--- src/common/spicc_params.svh ---
// Offsets, field positions and reset values of the serial port block
`ifndef SPICC_PARAMS_SVH
`define SPICC_PARAMS_SVH
`define SPICC_OFF_CTRL1 8'h00
`define SPICC_OFF_CTRL2 8'h04
`define SPICC_OFF_STS 8'h08
`define SPICC_OFF_DATA 8'h0C
`define SPICC_C1_CLOCK_PHASE 0
`define SPICC_C1_CPOL 1
`define SPICC_C1_MSTR 2
`define SPICC_C1_BR_LO 3
`define SPICC_C1_BR_HI 5
`define SPICC_C1_EN 6
`define SPICC_C1_LSB 7
`define SPICC_C1_ISEL 8
`define SPICC_C1_SWSEL 9
`define SPICC_C1_RXONLY 10
`define SPICC_C1_CRC_CHECK_ENABLE 13
`define SPICC_C1_BIDIROE 14
`define SPICC_C1_BIDIR 15
`define SPICC_C2_RXDMA 0
`define SPICC_C2_TXDMA 1
`define SPICC_C2_SSOE 2
`define SPICC_C2_PULSE 3
`define SPICC_C2_FRF 4
`define SPICC_C2_ERRIE 5
`define SPICC_C2_RXIE 6
`define SPICC_C2_TXIE 7
`define SPICC_C2_DS_LO 8
`define SPICC_C2_DS_HI 11
`define SPICC_C2_FRT 12
`define SPICC_C2_RX_DMA_COUNT_ODD 13
`define SPICC_C2_TX_DMA_COUNT_ODD 14
`define SPICC_ST_RXNE 0
`define SPICC_ST_TXE 1
`define SPICC_ST_OVR 6
`define SPICC_ST_BSY 7
`define SPICC_C1_RST 16'h0000
`define SPICC_C2_RST 16'h0700
`define SPICC_C1_LOCK 16'h2000
`define SPICC_C2_LOCK 16'h6018
`define SPICC_C2_WMASK 16'h7FFF
`define SPICC_DS_MIN 4'h3
`define SPICC_DS_DEFAULT 4'h7
`define SPICC_PACK_MAX 5'h08
`define SPICC_PIN_IDLE 4'h2
`endif

--- src/common/spicc_pkg.sv ---
// Types shared by the serial port block
package spicc_pkg;
    typedef enum {MS_IDLE, MS_SETUP, MS_RUN, MS_GAP} spicc_mstate_e;
    typedef logic [4:0] spicc_width_t;
    typedef logic [15:0] spicc_word_t;
endpackage : spicc_pkg

--- src/common/spicc_eng_if.sv ---
// Link between the port control logic and its shift engine
`timescale 1ns/100ps
interface spicc_eng_if;
    logic load;
    logic abort;
    logic sampleEdge;
    logic shiftEdge;
    logic lsbFirst;
    logic inBit;
    spicc_pkg::spicc_width_t width;
    spicc_pkg::spicc_word_t txWord;
    logic outBit;
    logic done;
    logic busy;
    spicc_pkg::spicc_word_t rxWord;
    modport ctl (output load, abort, sampleEdge, shiftEdge, lsbFirst,
        inBit, width, txWord, input outBit, done, busy, rxWord);
    modport eng (input load, abort, sampleEdge, shiftEdge, lsbFirst,
        inBit, width, txWord, output outBit, done, busy, rxWord);
endinterface : spicc_eng_if

--- src/verilog/spicc_shift.sv ---
// Frame shift engine: serialises one word and collects one word
`timescale 1ns/100ps
module spicc_shift (
    input wire logic clk, // Bus clock
    input wire logic rstn, // Sync reset, active low
    spicc_eng_if.eng e // Engine side of the link
);
    spicc_pkg::spicc_word_t txSh_q;
    spicc_pkg::spicc_word_t rxSh_q;
    spicc_pkg::spicc_word_t rxWord_q;
    logic [4:0] cnt_q;
    logic busy_q;
    logic done_q;
    logic [3:0] msbIdx;
    logic [4:0] padBits;
    logic lastBit;
    logic doSample;
    logic doShift;
    spicc_pkg::spicc_word_t rxNext;

    // Bit selection and edge qualification
    assign msbIdx = 4'(e.width - 5'd1);
    assign padBits = 5'(5'd16 - e.width);
    assign lastBit = cnt_q == 5'(e.width - 5'd1);
    assign doSample = e.sampleEdge & busy_q;
    // No shift before the first sample, so phase 1 keeps bit one
    assign doShift = e.shiftEdge & busy_q & (cnt_q != 5'd0);
    assign rxNext = e.lsbFirst ? {e.inBit, rxSh_q[15:1]}
                               : {rxSh_q[14:0], e.inBit};
    assign e.outBit = e.lsbFirst ? txSh_q[0] : txSh_q[msbIdx];
    assign e.busy = busy_q;
    assign e.done = done_q;
    assign e.rxWord = rxWord_q;

    // Shift registers and bit count; load wins over edges
    always_ff @(posedge clk) begin
        if (!rstn) begin
            txSh_q <= 16'h0000;
            rxSh_q <= 16'h0000;
            cnt_q <= 5'h00;
            busy_q <= 1'b0;
        end else if (e.abort) begin
            busy_q <= 1'b0;
        end else if (e.load) begin
            txSh_q <= e.txWord;
            rxSh_q <= 16'h0000;
            cnt_q <= 5'h00;
            busy_q <= 1'b1;
        end else begin
            if (doShift) begin
                txSh_q <= e.lsbFirst ? txSh_q >> 1 : txSh_q << 1;
            end
            if (doSample) begin
                rxSh_q <= rxNext;
                cnt_q <= 5'(cnt_q + 5'd1);
                busy_q <= ~lastBit;
            end
        end
    end

    // Completed word, right aligned, with a one-cycle done pulse
    always_ff @(posedge clk) begin
        if (!rstn) begin
            done_q <= 1'b0;
            rxWord_q <= 16'h0000;
        end else begin
            done_q <= doSample & lastBit & ~e.abort & ~e.load;
            if (doSample & lastBit) begin
                rxWord_q <= e.lsbFirst ? rxNext >> padBits : rxNext;
            end
        end
    end
endmodule : spicc_shift

--- src/verilog/spicc_top.sv ---
// Serial port control registers, link timing and pin steering
`timescale 1ns/100ps
`include "spicc_params.svh"
// Contract
// - CRC only full duplex, locked while enabled
// - Bidir output enable picks line direction
// - Bidir mode bit selects single shared line
// - Receive DMA request while receive not empty
// - Transmit DMA request while transmit empty
// - Select output enable drives select pin
// - Pulse select high between continuous frames
// - Single frame end forces select high in pulse mode
// - Pulse ignored for phase one, alternative
// - Frame format bit, locked while enabled
// - Error interrupt gated by its enable
// - Receive interrupt while receive not empty
// - Transmit interrupt while transmit empty
// - Width field: code plus one bits
// - Reserved width codes stored as eight
// - Threshold bit: sixteen or eight bits
// - Receive odd count bit, locked while enabled
// - Transmit odd count bit, locked while enabled
// - Second control word resets to 0x0700
// - Status shows receive full, transmit empty
// - Half word and word accesses accepted
module spicc_top (
    input wire logic clk, // Bus clock, 40 MHz
    input wire logic rstn, // Sync reset, active low
    input wire logic [7:0] regAddr, // Register byte address
    input wire logic [31:0] regWdata, // Write data
    input wire logic regWr, // Write strobe
    input wire logic regRd, // Read strobe
    output logic [31:0] regRdata, // Read data, cycle after strobe
    input wire logic sckIn, // Link clock pin level
    output logic sckOut, // Link clock drive
    output logic sckOe, // Link clock drive enable
    input wire logic nssIn, // Select pin level
    output logic nssOut, // Select drive
    output logic nssOe, // Select drive enable
    input wire logic mosiIn, // Master-out line level
    output logic mosiOut, // Master-out drive
    output logic mosiOe, // Master-out drive enable
    input wire logic misoIn, // Master-in line level
    output logic misoOut, // Master-in drive
    output logic misoOe, // Master-in drive enable
    output logic rxDmaReq, // Receive DMA request
    output logic txDmaReq, // Transmit DMA request
    output logic irqReq, // Interrupt request
    output logic crcActive, // CRC unit may check
    output logic rxDmaCountOdd, // Receive count odd, packing
    output logic txDmaCountOdd // Transmit count odd, packing
);
    spicc_eng_if eng ();

    spicc_shift uShift (
        .clk(clk),
        .rstn(rstn),
        .e(eng.eng)
    );

    // Pin synchronisers: three stages, change taken when 2nd and 3rd agree
    logic [3:0] pinRaw;
    logic [3:0] pinF;
    assign pinRaw = {misoIn, mosiIn, nssIn, sckIn};
    for (genvar i = 0; i < 4; i++) begin : gSync
        logic a_q;
        logic b_q;
        logic c_q;
        logic f_q;
        localparam logic [3:0] Idle = `SPICC_PIN_IDLE;
        always_ff @(posedge clk) begin
            if (!rstn) begin
                a_q <= Idle[i];
                b_q <= Idle[i];
                c_q <= Idle[i];
                f_q <= Idle[i];
            end else begin
                a_q <= pinRaw[i];
                b_q <= a_q;
                c_q <= b_q;
                if (b_q == c_q) begin
                    f_q <= c_q;
                end
            end
        end
        assign pinF[i] = f_q;
    end
    logic sckF;
    logic nssF;
    logic mosiF;
    logic misoF;
    assign sckF = pinF[0];
    assign nssF = pinF[1];
    assign mosiF = pinF[2];
    assign misoF = pinF[3];

    // Control words and their fields
    logic [15:0] ctrl1_q;
    logic [15:0] ctrl2_q;
    logic clock_phase, cpol, master, portEn, lsbFirst, rxOnly;
    logic bidir, bidirOe, crc_check_enable, swSel, intSel;
    logic [2:0] baud;
    logic rxDmaEn, txDmaEn, selOutEn, pulseEn, altFrame;
    logic errIe, rxIe, txIe, rxThr8;
    logic [3:0] dsCode;
    spicc_pkg::spicc_width_t width;
    assign clock_phase = ctrl1_q[`SPICC_C1_CLOCK_PHASE];
    assign cpol = ctrl1_q[`SPICC_C1_CPOL];
    assign master = ctrl1_q[`SPICC_C1_MSTR];
    assign baud = ctrl1_q[`SPICC_C1_BR_HI:`SPICC_C1_BR_LO];
    assign portEn = ctrl1_q[`SPICC_C1_EN];
    assign lsbFirst = ctrl1_q[`SPICC_C1_LSB];
    assign intSel = ctrl1_q[`SPICC_C1_ISEL];
    assign swSel = ctrl1_q[`SPICC_C1_SWSEL];
    assign rxOnly = ctrl1_q[`SPICC_C1_RXONLY];
    assign crc_check_enable = ctrl1_q[`SPICC_C1_CRC_CHECK_ENABLE];
    assign bidirOe = ctrl1_q[`SPICC_C1_BIDIROE];
    assign bidir = ctrl1_q[`SPICC_C1_BIDIR];
    assign rxDmaEn = ctrl2_q[`SPICC_C2_RXDMA];
    assign txDmaEn = ctrl2_q[`SPICC_C2_TXDMA];
    assign selOutEn = ctrl2_q[`SPICC_C2_SSOE];
    assign pulseEn = ctrl2_q[`SPICC_C2_PULSE];
    assign altFrame = ctrl2_q[`SPICC_C2_FRF];
    assign errIe = ctrl2_q[`SPICC_C2_ERRIE];
    assign rxIe = ctrl2_q[`SPICC_C2_RXIE];
    assign txIe = ctrl2_q[`SPICC_C2_TXIE];
    assign dsCode = ctrl2_q[`SPICC_C2_DS_HI:`SPICC_C2_DS_LO];
    assign width = 5'({1'b0, dsCode} + 5'd1);
    assign rxThr8 = ctrl2_q[`SPICC_C2_FRT];
    assign rxDmaCountOdd = ctrl2_q[`SPICC_C2_RX_DMA_COUNT_ODD];
    assign txDmaCountOdd = ctrl2_q[`SPICC_C2_TX_DMA_COUNT_ODD];

    // Address decode; upper half of a word write is ignored
    logic selC1, selC2, selSts, selData;
    logic wrC1, wrC2, wrSts, wrData, rdData;
    assign selC1 = regAddr == `SPICC_OFF_CTRL1;
    assign selC2 = regAddr == `SPICC_OFF_CTRL2;
    assign selSts = regAddr == `SPICC_OFF_STS;
    assign selData = regAddr == `SPICC_OFF_DATA;
    assign wrC1 = regWr & selC1;
    assign wrC2 = regWr & selC2;
    assign wrSts = regWr & selSts;
    assign wrData = regWr & selData;
    assign rdData = regRd & selData;

    // Locked bits keep their value while the port is enabled
    logic [15:0] lock1, lock2, c1Next, c2Raw, c2Next;
    logic [3:0] dsIn, dsFix;
    assign lock1 = portEn ? `SPICC_C1_LOCK : 16'h0000;
    assign lock2 = portEn ? `SPICC_C2_LOCK : 16'h0000;
    assign c1Next = (regWdata[15:0] & ~lock1) | (ctrl1_q & lock1);
    assign c2Raw = ((regWdata[15:0] & ~lock2) | (ctrl2_q & lock2))
        & `SPICC_C2_WMASK;
    assign dsIn = c2Raw[`SPICC_C2_DS_HI:`SPICC_C2_DS_LO];
    assign dsFix = (dsIn < `SPICC_DS_MIN) ? `SPICC_DS_DEFAULT : dsIn;
    assign c2Next = {c2Raw[15:`SPICC_C2_DS_HI + 1], dsFix,
        c2Raw[`SPICC_C2_DS_LO - 1:0]};

    // Control word storage
    always_ff @(posedge clk) begin
        if (!rstn) begin
            ctrl1_q <= `SPICC_C1_RST;
            ctrl2_q <= `SPICC_C2_RST;
        end else begin
            if (wrC1) begin
                ctrl1_q <= c1Next;
            end
            if (wrC2) begin
                ctrl2_q <= c2Next;
            end
        end
    end

    // Master link timing: half period is 2^baud bus clocks
    spicc_pkg::spicc_mstate_e mst_q;
    logic [7:0] halfCnt_q;
    logic [5:0] edgeCnt_q;
    logic sck_q;
    logic [7:0] halfLast;
    logic tick, mRun, mLoad, frameEnd, stepIdle;
    logic txFull_q;
    logic pulseMode;
    assign halfLast = 8'((8'h01 << baud) - 8'h01);
    assign tick = halfCnt_q == halfLast;
    assign mRun = mst_q == spicc_pkg::MS_RUN;
    assign stepIdle = ~portEn | ~master;
    // Pulse handling is off for phase one and the alternative format
    assign pulseMode = pulseEn & ~clock_phase & ~altFrame;
    assign frameEnd = mRun & tick
        & (edgeCnt_q == 6'({width, 1'b0} - 6'd1));
    assign mLoad = ~stepIdle & txFull_q
        & ((mst_q == spicc_pkg::MS_IDLE)
        | ((mst_q == spicc_pkg::MS_GAP) & tick));

    // Master state; a gap of one half period separates frames
    always_ff @(posedge clk) begin
        if (!rstn) begin
            mst_q <= spicc_pkg::MS_IDLE;
        end else if (stepIdle) begin
            mst_q <= spicc_pkg::MS_IDLE;
        end else begin
            unique case (mst_q)
                spicc_pkg::MS_IDLE: begin
                    if (mLoad) begin
                        mst_q <= spicc_pkg::MS_SETUP;
                    end
                end
                spicc_pkg::MS_SETUP: begin
                    if (tick) begin
                        mst_q <= spicc_pkg::MS_RUN;
                    end
                end
                spicc_pkg::MS_RUN: begin
                    if (frameEnd) begin
                        mst_q <= spicc_pkg::MS_GAP;
                    end
                end
                spicc_pkg::MS_GAP: begin
                    if (tick) begin
                        mst_q <= mLoad ? spicc_pkg::MS_SETUP
                                       : spicc_pkg::MS_IDLE;
                    end
                end
            endcase
        end
    end

    // Half period counter, edge counter and clock level
    always_ff @(posedge clk) begin
        if (!rstn) begin
            halfCnt_q <= 8'h00;
            edgeCnt_q <= 6'h00;
            sck_q <= 1'b0;
        end else begin
            halfCnt_q <= (tick | (mst_q == spicc_pkg::MS_IDLE))
                ? 8'h00 : 8'(halfCnt_q + 8'h01);
            if (!mRun) begin
                edgeCnt_q <= 6'h00;
                sck_q <= cpol;
            end else if (tick) begin
                edgeCnt_q <= 6'(edgeCnt_q + 6'h01);
                sck_q <= ~sck_q;
            end
        end
    end

    // Slave side: select and edges of the sampled link clock
    logic sckPrev_q;
    logic slvSel, sckEdge, lead, trail;
    always_ff @(posedge clk) begin
        if (!rstn) begin
            sckPrev_q <= 1'b0;
        end else begin
            sckPrev_q <= sckF;
        end
    end
    assign slvSel = portEn & ~master & (swSel ? ~intSel : ~nssF);
    assign sckEdge = master ? (mRun & tick) : (slvSel & (sckF ^ sckPrev_q));
    // Leading edge moves the clock away from its idle level
    assign lead = sckEdge & (master ? (sck_q == cpol) : (sckF != cpol));
    assign trail = sckEdge & ~lead;

    // Engine steering
    logic sLoad;
    assign sLoad = slvSel & ~eng.busy;
    assign eng.load = master ? mLoad : sLoad;
    assign eng.abort = ~portEn | (~master & ~slvSel);
    assign eng.sampleEdge = clock_phase ? trail : lead;
    assign eng.shiftEdge = clock_phase ? lead : trail;
    assign eng.lsbFirst = lsbFirst;
    assign eng.width = width;

    // Transmit buffer; underrun in slave mode sends zeros
    logic [15:0] txBuf_q;
    assign eng.txWord = txFull_q ? txBuf_q : 16'h0000;
    always_ff @(posedge clk) begin
        if (!rstn) begin
            txBuf_q <= 16'h0000;
            txFull_q <= 1'b0;
        end else begin
            if (wrData) begin
                txBuf_q <= regWdata[15:0];
            end
            // A write in the taking cycle keeps the buffer full
            txFull_q <= wrData | (txFull_q & ~eng.load);
        end
    end

    // Receive buffer with byte packing below the sixteen-bit threshold
    logic [15:0] rxBuf_q;
    logic rxNe_q;
    logic rxHalf_q;
    logic ovr_q;
    logic packLow, rxDone, rxFull, rxLost;
    assign packLow = (width <= `SPICC_PACK_MAX) & ~rxThr8;
    assign rxDone = eng.done & ~(packLow & ~rxHalf_q);
    assign rxFull = rxNe_q & ~rdData;
    assign rxLost = rxDone & rxFull;
    always_ff @(posedge clk) begin
        if (!rstn) begin
            rxBuf_q <= 16'h0000;
            rxHalf_q <= 1'b0;
        end else if (eng.done & packLow & ~rxHalf_q) begin
            rxBuf_q[7:0] <= eng.rxWord[7:0];
            rxHalf_q <= 1'b1;
        end else if (rxDone & ~rxFull) begin
            rxBuf_q <= packLow ? {eng.rxWord[7:0], rxBuf_q[7:0]}
                               : eng.rxWord;
            rxHalf_q <= 1'b0;
        end
    end

    // Flags: a new event wins over a clear in the same cycle
    always_ff @(posedge clk) begin
        if (!rstn) begin
            rxNe_q <= 1'b0;
            ovr_q <= 1'b0;
        end else begin
            rxNe_q <= (rxDone & ~rxFull) | rxFull;
            ovr_q <= rxLost
                | (ovr_q & ~(wrSts & ~regWdata[`SPICC_ST_OVR]));
        end
    end

    // Status word and read data, valid only the cycle after a read
    logic busy;
    logic [15:0] stsWord;
    logic [31:0] rdMux;
    logic [31:0] rdata_q;
    assign busy = eng.busy | (mst_q != spicc_pkg::MS_IDLE);
    assign stsWord = (16'(rxNe_q) << `SPICC_ST_RXNE)
        | (16'(!txFull_q) << `SPICC_ST_TXE)
        | (16'(ovr_q) << `SPICC_ST_OVR)
        | (16'(busy) << `SPICC_ST_BSY);
    assign rdMux = selC1 ? {16'h0000, ctrl1_q}
        : selC2 ? {16'h0000, ctrl2_q}
        : selSts ? {16'h0000, stsWord}
        : selData ? {16'h0000, rxBuf_q} : 32'h0000_0000;
    always_ff @(posedge clk) begin
        if (!rstn) begin
            rdata_q <= 32'h0000_0000;
        end else begin
            rdata_q <= regRd ? rdMux : 32'h0000_0000;
        end
    end
    assign regRdata = rdata_q;

    // Requests to DMA and interrupt controller
    assign rxDmaReq = rxDmaEn & rxNe_q;
    assign txDmaReq = txDmaEn & ~txFull_q;
    assign irqReq = (errIe & ovr_q)
        | (rxIe & rxNe_q)
        | (txIe & ~txFull_q);
    assign crcActive = crc_check_enable & ~bidir & ~rxOnly;

    // Data line steering; receive direction releases the line
    logic drive;
    assign drive = bidir ? bidirOe : ~rxOnly;
    assign mosiOe = portEn & master & drive;
    assign misoOe = slvSel & drive;
    assign mosiOut = eng.outBit;
    assign misoOut = eng.outBit;
    assign eng.inBit = master ? (bidir ? mosiF : misoF)
                              : (bidir ? misoF : mosiF);

    // Clock and select drive; select low spans frame in pulse mode
    logic nssHigh;
    assign sckOe = portEn & master;
    assign sckOut = sck_q;
    assign nssHigh = altFrame ? (mst_q == spicc_pkg::MS_SETUP)
        : pulseMode ? ((mst_q == spicc_pkg::MS_IDLE)
        | (mst_q == spicc_pkg::MS_GAP))
        : ~portEn;
    assign nssOut = nssHigh;
    assign nssOe = portEn & master & (selOutEn | altFrame);
endmodule : spicc_top

--- config.mk ---
export PLATFORM = sky130hd
export DESIGN_NAME = spicc_top
export DESIGN_NICKNAME = d
export VERILOG_FILES = /design/src/common/spicc_pkg.sv /design/src/common/spicc_eng_if.sv /design/src/verilog/spicc_shift.sv /design/src/verilog/spicc_top.sv
export VERILOG_INCLUDE_DIRS = /design/src /design/src/common
export SDC_FILE = /design/constraint.sdc
export NUM_CORES = 1
export LEC_CHECK = 0
export ABC_AREA = 0
export BUFFER_PORTS_ARGS = -buffer_cell sky130_fd_sc_hd__buf_2
export CAP_MARGIN = 25
export CORE_ASPECT_RATIO = 1.25
export CORE_MARGIN = 2
export CORE_UTILIZATION = 52
export DETAILED_ROUTE_END_ITERATION = 7
export PLACE_DENSITY = 0.75
export RECOVER_POWER = 100
export SLEW_MARGIN = 30
export SYNTH_ARGS = -nofsm -noshare
export SYNTH_HDL_FRONTEND = slang
export SYNTH_SLANG_ARGS = --single-unit
--- constraint.sdc ---
create_clock -name clk -period 2.4 [get_ports clk]
set_input_delay 0.12 -clock clk [delete_from_list [all_inputs] [get_ports clk]]
set_output_delay 0.12 -clock clk [all_outputs]
set_load 0.005 [all_outputs]
==> metrics.csv <==
metric;value;unit
outcome;finished, violations left;
failing checks;negative setup slack;
gr usage total;0.280;
clk root buf;clkbuf_16;
die height;153;µm
clk_lat worst skew;0.44;ns
iteration count of the initial detailed-routing pass;8;
grt ovf;0;
CTS sink cnt;172;
DRT iter0 DRCs;878;
top_reg_cell synth;dfxtp_1;
HPWL Detailed;18000;µm
fin crit period;2.85;ns
unrepaired setup endpoints after global routing;yes;
worst slew pin tran;0.777;ns
final max-slew violation count;0;
Crit path max-delay family;simple AND/OR/NAND/NOR gates;
storage element area;0.00345;mm²
core area;0.0174;mm²
sequential power share;0.492;
yosys synthesis warning count;0;
commonest cells after routing, fill and taps aside;dfxtp_1 (167), nor2_1 (130), nand2_1 (115);
DRC Markers;0;
CP startpoint kind;flop;
WS Path Type;reg -> out;
CP Capture Type;primary output;
critical path's most frequent cell;nand2_2;
fillers;1452;
largest net degree at the start of global routing;45;
hold_ws;0.0170;ns
CP max stage cell;mux4_2;
Clk pwr share;0.475;
hold crit path type;in -> reg;
Unique masters post-synth;85;
CP required;2.28;ns
Worst path max stage delay;0.43;ns
fin util;0.629;
max frequency;351;MHz
Post-synth EDFFs;0;
GP Congestion;0.951;
Critical path buffers and inverters;2;
Slew headroom;0.481;
routed vias;8539;
# setup viols final;19;
routed len/inst;18.4;µm
area grow syn2layout;18.9;%
multi-input logic area;0.00531;mm²
Mapped Cells;1081;
row cnt;54;
skew final;0.0189;ns
clock buffer depth;2;
Max FO, Critical Path;5;
layout cell share with drive strength beyond 1;0.218;
PwrDens;533;mW/mm²
cell breakdown of the critical path;ha_4 > nand4bb_4 > nand2_4 > buf_6 > a221o_1 > or2_4 > mux4_2 > nand2_2 > nand2_2 > buf_2;
register area share after synthesis;0.375;
Inst Count DP;1355;
P_leak;4.04;nW
CTS H-tree depth;4;
initial core utilization;0.529;
crit share post-route;1.19;
initial antenna violation count;0;
nets@finish;1235;
CTS buffer count;17;
Fin. Hold Viols;0;
vias in the first global route;8071;
full die area;0.0187;mm²
post-route ant nets;0;
Post-Syn Area;0.00918;mm²
I/O Buffers;61;
Worst IR Drop VDD;0.000693;V
ant diodes;0;
final setup TNS;-1.53;ns
die outline width;123;µm
synthesis-stage register bit count;172;
Comb power frac;0.033;
Finished Layout Cells;1414;
Vias per Instance;6.04;
pre-CTS setup slack;-0.0724;ns
CTS tree;built;
clk slew on worst S/H paths;0.08;ns
Switching Fraction;0.256;
Max Cap Viol;0;
most common cell after layout, fill and taps aside;dfxtp_1;
switching power;0.00149;W
final WL;26100;µm
P_int;0.00433;W
Final WS setup;-0.450;ns
syn_area_per_cell;8.50;µm²
first-pass GRT wire length;41700;µm
Ports;94;
Worst EP arrival;2.73;ns
Post-synth ARST share;0;
[logic make-up (layout without fill, tap and decap cells)]
group,Yosys count,after routing,synth area share
muxes,80,80,0.104
other,1,16,0.000408
xor gates and xnor gates,27,27,0.0257
buffers and inverters,118,212,0.0648
adders and majority gates,10,10,0.0136
and+or+nand+nor,393,393,0.200
DFF,172,172,0.375
AOI/OAI and AO/OA,280,280,0.216
[power by group through the flow]
| stage | clock [W] | combinational (W) | sequential [W] |
|---|---|---|---|
| final | 0.00276 | 0.000191 | 0.00287 |
| after floorplan | 0 | 0.000109 | 0.00293 |
| after detailed placement | 0 | 0.000167 | 0.00293 |
| after global routing | 0.00290 | 0.000204 | 0.00287 |
| after global placement | 0 | 0.000167 | 0.00293 |
| after CTS | 0.00278 | 0.000187 | 0.00286 |
[Yosys cell counts (all sizes together) (15+ instances only)]
| library cell | number | area, µm² |
|---|---|---|
| a211oi | 23 | 193 |
| a21oi | 79 | 433 |
| a22oi | 21 | 158 |
| buf | 60 | 375 |
| clkbuf | 42 | 160 |
| dfxtp | 172 | 3440 |
| inv | 15 | 56.3 |
| mux2 | 27 | 304 |
| mux2i | 43 | 430 |
| nand2 | 122 | 460 |
| nand3 | 35 | 175 |
| nor2 | 132 | 495 |
| nor2b | 17 | 106 |
| o21ai | 48 | 244 |
[per-stage QoR]
step	power [W]	area [µm²]
2_1_floorplan	0.00304	9260
3_3_place_gp	0.00310	9950
3_5_place_dp	0.00310	9950
4_1_cts	0.00583	10800
5_1_grt	0.00597	10900
6_report	0.00582	10900
[routing by layer]
layer	track usage	wire, µm
met3	0.0464	1910
met2	0.469	12900
met4	0.108	894
met5	0	0
met1	0.355	10300
[cell type report]
| cell class | count | area share |
|---|---|---|
| Clock buffer | 17 | 0.0390 |
| Multi-Input combinational cell | 806 | 0.486 |
| Tap cell | 224 | 0.0257 |
| Inverter | 16 | 0.00550 |
| Clock inverter | 15 | 0.0158 |
| Timing Repair Buffer | 164 | 0.112 |
| Sequential cell | 172 | 0.316 |
[what timing repair did]
item                                    CTS  global route
resized for setup                        17            21
hold buffers                             15             0
endpoints found under the setup margin   17            52
pin swaps                                11             8
setup buffers                             8             3
hold endpoints to repair                 31             0
gates cloned                              1             0
[flip-flops by register name, summed over array words and instances (netlist names), 6 cells and up, named ones only]
signal           cells
uShift.txSh_q       16
ctrl1_q             15
edgeCnt_q            6
uShift.rxSh_q       16
regRdata            16
txBuf_q             16
uShift.e.rxWord     16
ctrl2_q             11
halfCnt_q            8
rxBuf_q             16
[worst reg2reg max path: stages (launching register included)]
cell     delay [ns]
dfxtp_2        0.34
ha_4           0.26
buf_4          0.15
xor2_2         0.14
nor3_1         0.19
o22ai_1        0.12
or4_4          0.53
a21oi_4        0.16
buf_12         0.16
buf_8          0.12
o21ai_1        0.07
a31oi_1        0.18
[worst paths after layout]
kind / start / depth (start not counted) / slack, ns / to
setup / recovery: ctrl2_q[8]$_SDFFE_PN1P_ / 10 / -0.45 / mosiOut
hold / removal: regWdata[1] / 3 / 0.02 / txBuf_q[1]$_SDFFE_PN0P_
setup reg to reg: ctrl2_q[8]$_SDFFE_PN1P_ / 11 / -0.09 / uShift.e.rxWord[0]$_SDFFE_PN0P_
hold reg to reg: gSync[1].a_q$_SDFF_PN1_ / 1 / 0.42 / gSync[1].b_q$_SDFF_PN1_
Power figures use the tool's default switching activity.
